--- src/design/supervisor_defs.svh ---
// timing constants for the supply supervisor
`ifndef SUPERVISOR_DEFS_SVH
`define SUPERVISOR_DEFS_SVH
`define CLK_PERIOD_NS 8
`define RESET_HOLD_MS 200
`define RESET_HOLD_CYC ((`RESET_HOLD_MS * 1000000) / `CLK_PERIOD_NS)
`define WDOG_PERIOD_MS 1600
`define WDOG_PERIOD_CYC ((`WDOG_PERIOD_MS * 1000000) / `CLK_PERIOD_NS)
`define CE_HOLD_US 10
`define CE_HOLD_CYC ((`CE_HOLD_US * 1000) / `CLK_PERIOD_NS)
`endif

--- src/design/supervisor_pkg.sv ---
// types for the supply supervisor
package supervisor_pkg;
  typedef enum logic [1:0] {
    RST_ACTIVE = 2'b00,
    RST_HOLD = 2'b01,
    RST_RUN = 2'b11
  } rst_state_t;
  typedef enum logic [1:0] {
    SRC_MAIN = 2'b00,
    SRC_BACKUP_CELL_IN = 2'b01,
    SRC_SEALED = 2'b11
  } src_state_t;
endpackage

--- src/design/watchdog_timer.sv ---
// watchdog timer with edge detect and fault flag
`include "supervisor_defs.svh"
module watchdog_timer
  import supervisor_pkg::*;
#(
  parameter int unsigned PERIOD_CYC = `WDOG_PERIOD_CYC
) (
  input wire logic clk_sys_i,
  input wire logic rstn_i,
  input wire logic kick_i,
  input wire logic hold_clear_i,
  output logic fault_o
);
  logic kick_d_reg;
  logic [31:0] count_reg;
  logic toggle;

  assign toggle = kick_i ^ kick_d_reg;

  always_ff @(posedge clk_sys_i) begin
    if (!rstn_i) begin
      kick_d_reg <= 1'b0;
    end else begin
      kick_d_reg <= kick_i;
    end
  end

  // count cleared in reset; any edge restarts from zero
  always_ff @(posedge clk_sys_i) begin
    if (!rstn_i || hold_clear_i || toggle) begin
      count_reg <= 32'h0;
    end else if (count_reg < PERIOD_CYC) begin
      count_reg <= count_reg + 32'h1;
    end
  end

  always_ff @(posedge clk_sys_i) begin
    if (!rstn_i || hold_clear_i) begin
      fault_o <= 1'b0;
    end else if (toggle) begin
      fault_o <= 1'b0;
    end else if (count_reg == PERIOD_CYC - 1) begin
      fault_o <= 1'b1;
    end
  end

  chk_fault_clear: assert property (@(posedge clk_sys_i) disable iff (!rstn_i)
    fault_o && toggle && !hold_clear_i |=> !fault_o)
    else $error("fault not cleared by kick edge");
  chk_hold_clear: assert property (@(posedge clk_sys_i) disable iff (!rstn_i)
    hold_clear_i |=> count_reg == 32'h0)
    else $error("watchdog counted during reset");
endmodule

--- src/design/supply_supervisor_watchdog.sv ---
// supply supervisor: reset, watchdog, backup switchover, chip-enable gating
`include "supervisor_defs.svh"
module supply_supervisor_watchdog
  import supervisor_pkg::*;
#(
  parameter int unsigned RESET_HOLD_CYC = `RESET_HOLD_CYC,
  parameter int unsigned WDOG_PERIOD_CYC = `WDOG_PERIOD_CYC,
  parameter int unsigned CE_HOLD_CYC = `CE_HOLD_CYC
) (
  input wire logic clk_sys_i,
  input wire logic rstn_i,
  input wire logic supply_below_reset_i,
  input wire logic supply_below_switch_i,
  input wire logic supply_below_early_supply_warning_n_i,
  input wire logic supply_below_cell_i,
  input wire logic supply_below_min_i,
  input wire logic cell_above_reset_i,
  input wire logic cell_above_good_i,
  input wire logic powerfail_sense_in_i,
  input wire logic manual_reset_n_i,
  input wire logic watchdog_kick_in_i,
  input wire logic chip_select_n_i,
  input wire logic powerfail_flag_n_i,
  output logic reset_n_o,
  output logic reset_o,
  output logic watchdog_fault_n_o,
  output logic chip_select_n_o,
  output logic backup_active_o,
  output logic backup_healthy_o,
  output logic powerfail_flag_n_o,
  output logic powerfail_flag_n_oe_o,
  output logic early_supply_warning_n_o,
  output logic seal_armed_o
);
  // ==========================================
  // input registers
  logic below_rst_reg, below_sw_reg, below_ll_reg, below_cell_reg, below_min_reg;
  logic cell_rst_reg, cell_ok_reg, pf_sense_reg, mr_n_reg, kick_reg, cs_n_reg;
  logic pf_forced_reg;

  always_ff @(posedge clk_sys_i) begin
    if (!rstn_i) begin
      below_rst_reg <= 1'b1;
      below_sw_reg <= 1'b1;
      below_ll_reg <= 1'b1;
      below_cell_reg <= 1'b1;
      below_min_reg <= 1'b1;
      cell_rst_reg <= 1'b0;
      cell_ok_reg <= 1'b0;
      pf_sense_reg <= 1'b0;
      mr_n_reg <= 1'b1;
      kick_reg <= 1'b0;
      cs_n_reg <= 1'b1;
      pf_forced_reg <= 1'b0;
    end else begin
      below_rst_reg <= supply_below_reset_i;
      below_sw_reg <= supply_below_switch_i;
      below_ll_reg <= supply_below_early_supply_warning_n_i;
      below_cell_reg <= supply_below_cell_i;
      below_min_reg <= supply_below_min_i;
      cell_rst_reg <= cell_above_reset_i;
      cell_ok_reg <= cell_above_good_i;
      pf_sense_reg <= powerfail_sense_in_i;
      mr_n_reg <= manual_reset_n_i;
      kick_reg <= watchdog_kick_in_i;
      cs_n_reg <= chip_select_n_i;
      // pin read back low while we drive it high: forced externally
      // a released low flag reads low through the pull-down, so it cannot count
      pf_forced_reg <= !powerfail_flag_n_i && powerfail_flag_n_oe_o;
    end
  end

  // ==========================================
  // reset generator
  rst_state_t rst_state_reg;
  logic [31:0] hold_cnt_reg;
  logic first_half;
  logic mr_low;
  logic trigger;

  assign first_half = (rst_state_reg == RST_HOLD) && (hold_cnt_reg < RESET_HOLD_CYC / 2);
  assign mr_low = !mr_n_reg && !(first_half && pf_forced_reg);
  assign trigger = below_rst_reg || mr_low;

  always_ff @(posedge clk_sys_i) begin
    if (!rstn_i) begin
      rst_state_reg <= RST_ACTIVE;
      hold_cnt_reg <= 32'h0;
    end else begin
      case (rst_state_reg)
        RST_ACTIVE: begin
          hold_cnt_reg <= 32'h0;
          if (!trigger) begin
            rst_state_reg <= RST_HOLD;
          end
        end
        RST_HOLD: begin
          if (trigger) begin
            rst_state_reg <= RST_ACTIVE;
            hold_cnt_reg <= 32'h0;
          end else if (hold_cnt_reg == RESET_HOLD_CYC - 1) begin
            rst_state_reg <= RST_RUN;
          end else begin
            hold_cnt_reg <= hold_cnt_reg + 32'h1;
          end
        end
        RST_RUN: begin
          if (trigger) begin
            rst_state_reg <= RST_ACTIVE;
          end
        end
        default: begin
          rst_state_reg <= RST_ACTIVE;
        end
      endcase
    end
  end

  logic in_reset;
  assign in_reset = rst_state_reg != RST_RUN;

  always_ff @(posedge clk_sys_i) begin
    if (!rstn_i) begin
      reset_n_o <= 1'b0;
      reset_o <= 1'b1;
    end else begin
      reset_n_o <= !in_reset;
      reset_o <= in_reset;
    end
  end

  chk_reset_inverse: assert property (@(posedge clk_sys_i) disable iff (!rstn_i)
    reset_o == !reset_n_o)
    else $error("reset outputs not inverse");
  chk_reset_on_low: assert property (@(posedge clk_sys_i) disable iff (!rstn_i)
    trigger |=> ##1 !reset_n_o)
    else $error("reset not asserted on trigger");
  chk_hold_count: assert property (@(posedge clk_sys_i) disable iff (!rstn_i)
    reset_n_o |-> $past(hold_cnt_reg) == RESET_HOLD_CYC - 1 || $past(reset_n_o))
    else $error("reset released early");
  chk_mr_ignored: assert property (@(posedge clk_sys_i) disable iff (!rstn_i)
    first_half && pf_forced_reg && !below_rst_reg |=> rst_state_reg == RST_HOLD)
    else $error("manual reset honoured in first half of hold");

  // ==========================================
  // watchdog
  logic wd_fault;

  watchdog_timer #(
    .PERIOD_CYC(WDOG_PERIOD_CYC)
  ) u_wdog (
    .clk_sys_i(clk_sys_i),
    .rstn_i(rstn_i),
    .kick_i(kick_reg),
    .hold_clear_i(in_reset),
    .fault_o(wd_fault)
  );

  always_ff @(posedge clk_sys_i) begin
    if (!rstn_i) begin
      watchdog_fault_n_o <= 1'b0;
    end else if (below_sw_reg) begin
      watchdog_fault_n_o <= 1'b0;
    end else if (below_rst_reg) begin
      watchdog_fault_n_o <= 1'b1;
    end else begin
      watchdog_fault_n_o <= !wd_fault;
    end
  end

  chk_fault_low_supply: assert property (@(posedge clk_sys_i) disable iff (!rstn_i)
    below_sw_reg |=> !watchdog_fault_n_o)
    else $error("watchdog output not low below switchover");

  // ==========================================
  // chip-enable gating
  logic [15:0] ce_cnt_reg;
  logic ce_pass_reg;

  // a cycle already in flight is allowed to finish for a bounded time
  always_ff @(posedge clk_sys_i) begin
    if (!rstn_i) begin
      ce_pass_reg <= 1'b0;
      ce_cnt_reg <= 16'h0;
    end else if (!in_reset) begin
      ce_pass_reg <= 1'b1;
      ce_cnt_reg <= 16'h0;
    end else if (cs_n_reg || ce_cnt_reg == CE_HOLD_CYC[15:0] - 16'h1) begin
      ce_pass_reg <= 1'b0;
    end else if (ce_pass_reg) begin
      ce_cnt_reg <= ce_cnt_reg + 16'h1;
    end
  end

  assign chip_select_n_o = cs_n_reg || !ce_pass_reg;

  chk_ce_blocked: assert property (@(posedge clk_sys_i) disable iff (!rstn_i)
    in_reset && cs_n_reg |=> chip_select_n_o)
    else $error("chip select passed during reset");
  chk_ce_release: assert property (@(posedge clk_sys_i) disable iff (!rstn_i)
    in_reset && ce_cnt_reg == CE_HOLD_CYC[15:0] - 16'h1 |=> chip_select_n_o)
    else $error("chip select held past its window");

  // ==========================================
  // supply switchover and seal
  src_state_t src_state_reg;

  always_ff @(posedge clk_sys_i) begin
    if (!rstn_i) begin
      src_state_reg <= SRC_BACKUP_CELL_IN;
    end else begin
      case (src_state_reg)
        SRC_MAIN: begin
          if (below_min_reg || (below_sw_reg && below_cell_reg)) begin
            src_state_reg <= pf_forced_reg && seal_armed_o ? SRC_SEALED : SRC_BACKUP_CELL_IN;
          end
        end
        SRC_BACKUP_CELL_IN: begin
          if (!below_min_reg && (cell_rst_reg ? !below_rst_reg : !below_cell_reg)) begin
            src_state_reg <= SRC_MAIN;
          end
        end
        SRC_SEALED: begin
          if (!below_rst_reg) begin
            src_state_reg <= SRC_MAIN;
          end
        end
        default: begin
          src_state_reg <= SRC_BACKUP_CELL_IN;
        end
      endcase
    end
  end

  // seal arms once reset releases with the flag pin grounded
  always_ff @(posedge clk_sys_i) begin
    if (!rstn_i) begin
      seal_armed_o <= 1'b0;
    end else if (!in_reset && pf_forced_reg) begin
      seal_armed_o <= 1'b1;
    end else if (src_state_reg == SRC_SEALED && !below_rst_reg) begin
      seal_armed_o <= 1'b0;
    end
  end

  assign backup_active_o = src_state_reg == SRC_BACKUP_CELL_IN;

  chk_min_battery: assert property (@(posedge clk_sys_i) disable iff (!rstn_i)
    below_min_reg && src_state_reg == SRC_MAIN |=> src_state_reg != SRC_MAIN)
    else $error("main supply kept below minimum");
  chk_seal_source: assert property (@(posedge clk_sys_i) disable iff (!rstn_i)
    src_state_reg == SRC_MAIN && below_min_reg && seal_armed_o && pf_forced_reg
      |=> src_state_reg == SRC_SEALED)
    else $error("battery not sealed on power down");

  // ==========================================
  // status flags
  always_ff @(posedge clk_sys_i) begin
    if (!rstn_i) begin
      backup_healthy_o <= 1'b0;
      powerfail_flag_n_o <= 1'b0;
      early_supply_warning_n_o <= 1'b0;
    end else begin
      if (below_sw_reg) begin
        backup_healthy_o <= 1'b0;
      end else if (!in_reset) begin
        backup_healthy_o <= cell_ok_reg;
      end
      powerfail_flag_n_o <= !(pf_sense_reg || below_sw_reg);
      early_supply_warning_n_o <= !below_ll_reg;
    end
  end

  // flag is driven only while high; a low is a released pin so a forced low reads back
  assign powerfail_flag_n_oe_o = powerfail_flag_n_o;

  chk_pf_low: assert property (@(posedge clk_sys_i) disable iff (!rstn_i)
    below_sw_reg |=> !powerfail_flag_n_o)
    else $error("power fail flag high below switchover");
  chk_healthy_low: assert property (@(posedge clk_sys_i) disable iff (!rstn_i)
    below_sw_reg |=> !backup_healthy_o)
    else $error("battery good flag high below switchover");
  chk_early_warn: assert property (@(posedge clk_sys_i) disable iff (!rstn_i)
    below_ll_reg |=> !early_supply_warning_n_o)
    else $error("early warning high at low-line level");
endmodule

--- config.mk ---
export PLATFORM = sky130hd
export DESIGN_NAME = supply_supervisor_watchdog
export DESIGN_NICKNAME = d
export VERILOG_FILES = /design/src/design/supervisor_pkg.sv /design/src/design/watchdog_timer.sv /design/src/design/supply_supervisor_watchdog.sv
export VERILOG_INCLUDE_DIRS = /design/src /design/src/design
export SDC_FILE = /design/constraint.sdc
export NUM_CORES = 1
export LEC_CHECK = 0
export BUFFER_PORTS_ARGS = -buffer_cell sky130_fd_sc_hd__buf_4
export CAP_MARGIN = 25
export CORE_MARGIN = 1.5
export CORE_UTILIZATION = 55
export CTS_CLUSTER_DIAMETER = 50
export DETAILED_ROUTE_END_ITERATION = 7
export PLACE_DENSITY = 0.81
export SLEW_MARGIN = 20
export SYNTH_ARGS = -nofsm -noshare
export SYNTH_HDL_FRONTEND = slang
export SYNTH_HIERARCHICAL = 1
export SYNTH_SLANG_ARGS = --single-unit
--- constraint.sdc ---
create_clock -name clk_sys_i -period 4.6 [get_ports clk_sys_i]
set_input_delay 0.92 -clock clk_sys_i [delete_from_list [all_inputs] [get_ports clk_sys_i]]
set_output_delay 0.92 -clock clk_sys_i [all_outputs]
set_load 0.005 [all_outputs]
==> key figures <==
Layout
  – Synth-to-layout area growth: 7.73%
  – Register area: 0.00212 mm2
  – Antenna cells: 0
  – Post-route core utilization: 60.5%
  – NumNets Final: 634
  – Fillers: 773
  – Share of cells above drive strength 1: 9.18%
  – Multi-input gate area: 0.00277 mm2

Route
  – Vias per cell: 6.30
  – Initial drt markers: 255
  – DRT Wirelength: 11100 um
  – Avg WL per Cell: 15.1 um
  – DR DRC count: 0
  – Vias: 4613
  – ANT nets after route: 0
  – DR pass1 iterations: 6

Logic synthesis
  – Mux contribution to synthesized area: 1.17%
  – Xor/xnor share of the synthesized area: 3.25%
  – Asr flop ratio synth: 0%
  – Post-synth EDFFs: 0
  – Mapped Area: 0.00511 mm2
  – Register area share after synthesis: 41.5%
  – Post-synth cell types: 64
  – Simple logic cell fraction of the synthesized area: 31.7%
  – Synth Area in Compound Gates: 17.0%
  – Cells after Synth: 607
  – Synth Register Bits: 106
  – Ys Warns: 6
  – Largest family of logic cells by synthesized area: simple AND/OR/NAND/NOR gates
  – Mean Syn Cell Area: 8.42 um2
  – Dominant synthesized flop cell: dfxtp_1
  – Syn nets: 625
  – Post-synthesis adder-cell area fraction: 0.979%

Clock tree
  – CTS tree: done
  – Sink Count: 106
  – Clock Tree Root: clkbuf_8
  – Clk Latency, worst-skew pair: 380 ps
  – Total CTS buffers: 9
  – H-tree depth: 3
  – CTS Buffer Depth: 2
  – Hold bufs inserted after CTS: 0
  – Gates resized, CTS repair: 0
  – CTS clk-pin slew, worst paths: 100 ps
  – Post-CTS Setup Inserts: 0

Global route
  – Total grt overflow: 0
  – First-pass GRT wire length: 19000 um
  – Antenna violations before repair: 0
  – Overall routing resource usage: 23.1%
  – Largest net degree at the start of global routing: 34
  – Vias in the first global route: 4219

Die
  – Core box area: 0.00911 mm2
  – Initial Util: 56.1%
  – Die Area: 0.00989 mm2
  – IO Pins: 24
  – Rows: 35
  – Chip Height: 99.4 um
  – Die width: 99.4 um

Placement
  – Gpl congestion: 0.906
  – I/O Buffers: 23
  – DP Wirelength: 7740 um

Worst hold path
  – Hold path cells: 1
  – Min-Delay Endpoint: early_supply_warning_n_o
  – Hold WC Path Type: reg2reg
  – Worst Hold Launch: below_ll_reg

Timing
  – Minimum clock period: 2680 ps
  – Max transition margin: 38.4%
  – Final setup viols: 0
  – Slew Viols, Final: 0
  – Hold slack final: 389 ps
  – Fmax: 373 MHz
  – Clock Skew: 19.8 ps
  – Final period util: 58.2%
  – Worst slew pin tran: 921 ps
  – Fin. Hold Viols: 0
  – TNS Setup: 0 ps
  – RSZ-0062 raised after global routing: no

Power and ir drop
  – Total leakage power: 1.82 nW
  – Total power: 1.56 mW
  – Cell area power density: 283 mW/mm2
  – Maximum vdd drop: 0.174 mV

Critical path
  – Buf/Inv on CP: 1
  – Setup Crit Path Kind: reg2reg
  – Critical R2R Capture: u_wdog/count_reg[20]
  – Worst setup EP type: flip-flop
  – Reg2reg start: u_wdog/count_reg[20]
  – Crit path DAT: 2960 ps
  – Critical-path top delay cell: o31ai_4
  – CP top delay family: simple AND/OR/NAND/NOR gates
  – R2R Setup Slk: 1920 ps
  – Worst path required time: 4880 ps
  – CP max stage delay: 700 ps
  – Crit path launch type: flip-flop
  – Crit path cell chain: or4b_1 -> or3_4 -> o31ai_4 -> buf_6 -> o31ai_1 -> a21oi_1
  – Register-to-Register Path Depth: 6
  – Max FO, Critical Path: 25

Outcome
  – Outcome: completed

Job
  – Maxcap violations: 0
-- routing by layer --
layer	GRT usage, %	vias to the layer above	routed length (um)
li1	-	2267	-
met1	30.4	2207	5050
met2	38.6	123	5390
met3	4.64	16	525
met4	6.72	0	119
met5	0	-	0
-- cell usage after synthesis, types with 11 or more instances --
| cell type | n | area, um2 |
|---|---|---|
| nand2b_1 | 17 | 106 |
| nand3_1 | 26 | 130 |
| a31oi_1 | 30 | 188 |
| nor4_1 | 13 | 81.3 |
| a21oi_1 | 35 | 175 |
| or4_1 | 13 | 97.6 |
| o21ai_1 | 15 | 75.1 |
| inv_1 | 17 | 63.8 |
| nand2_1 | 58 | 218 |
| o21ai_0 | 17 | 85.1 |
| and2_1 | 18 | 113 |
| and4_1 | 11 | 96.3 |
| nand4_1 | 21 | 131 |
| and3_1 | 13 | 81.3 |
| or3_1 | 14 | 87.6 |
| nor2_1 | 50 | 188 |
| dfxtp_1 | 106 | 2120 |
| clkbuf_1 | 14 | 52.6 |
-- worst reg2reg max path: cells and delay by family (launching register included) --
| family | cells | cell delay [ps] |
|---|---|---|
| DFF | 1 | 400 |
| AOI/OAI and AO/OA | 3 | 970 |
| and+or+nand+nor | 2 | 960 |
| buffers and inverters | 1 | 270 |
-- placed cells by master (no fill, tap or decap), types with 3 or more instances in the layout --
cell	count
a21oi_1	35
inv_1	17
and2_1	18
nand2b_1	17
buf_4	26
nor3_1	10
nand3b_1	3
and3_1	13
o21ai_0	17
nor2_1	50
nand4_1	21
and4_1	11
nor3b_1	3
nand2_1	58
a31oi_1	29
xor2_1	10
nor2b_1	3
xnor2_1	9
o21ai_1	15
o211ai_1	5
or2b_1	3
mux2i_1	6
o31ai_1	8
dfxtp_1	106
nor4_1	13
or3_1	14
nand3_1	26
or4_1	13
ha_1	4
clkbuf_8	9
a32oi_1	3
-- worst max path at each step --
stage	cells past startpoint	slack (ps)	startpoint	to
2_1_floorplan	6	2360	rstn_i	hold_cnt_reg[6]
3_3_place_gp	5	1900	u_wdog/count_reg[20]	u_wdog/count_reg[13]
3_5_place_dp	4	1880	rstn_i	u_wdog/count_reg[17]
4_1_cts	6	1940	u_wdog/count_reg[20]	u_wdog/count_reg[16]
5_1_grt	6	1720	u_wdog/count_reg[20]	u_wdog/count_reg[20]
6_report	6	1920	u_wdog/count_reg[20]	u_wdog/count_reg[20]
-- metrics by stage --
step                      area, um2  setup WS (ps)  cells
final                          5510           1920    732
after floorplan                5110           2360    607
after global placement         5290           1900    715
after detailed placement       5300           1880    716
after CTS                      5510           1940    732
after global routing           5510           1720    732
-- area by class of cell --
cell class	count	area share [%]
repair buffers	27	3.75
inverters	17	1.16
flip-flops and latches	106	38.5
clock inverters	7	1.50
clock buffers	9	2.25
well taps	111	2.52
multi-input cells	455	50.3
-- cells by family (layout without fill, tap and decap cells) --
family,count (synthesis),in the layout
AOI/OAI and AO/OA,135,135
DFF,106,106
xor gates and xnor gates,19,19
buffers and inverters,46,60
and+or+nand+nor,291,291
muxes,6,6
adders and majority gates,4,4
-- where the power goes --
group,switching (mW),internal (mW)
clock,0.339,0.262
combinational,0.0155,0.0152
sequential,0.00477,0.924
total,0.359,1.20
Note: power is estimated with default switching activity, not from simulation.
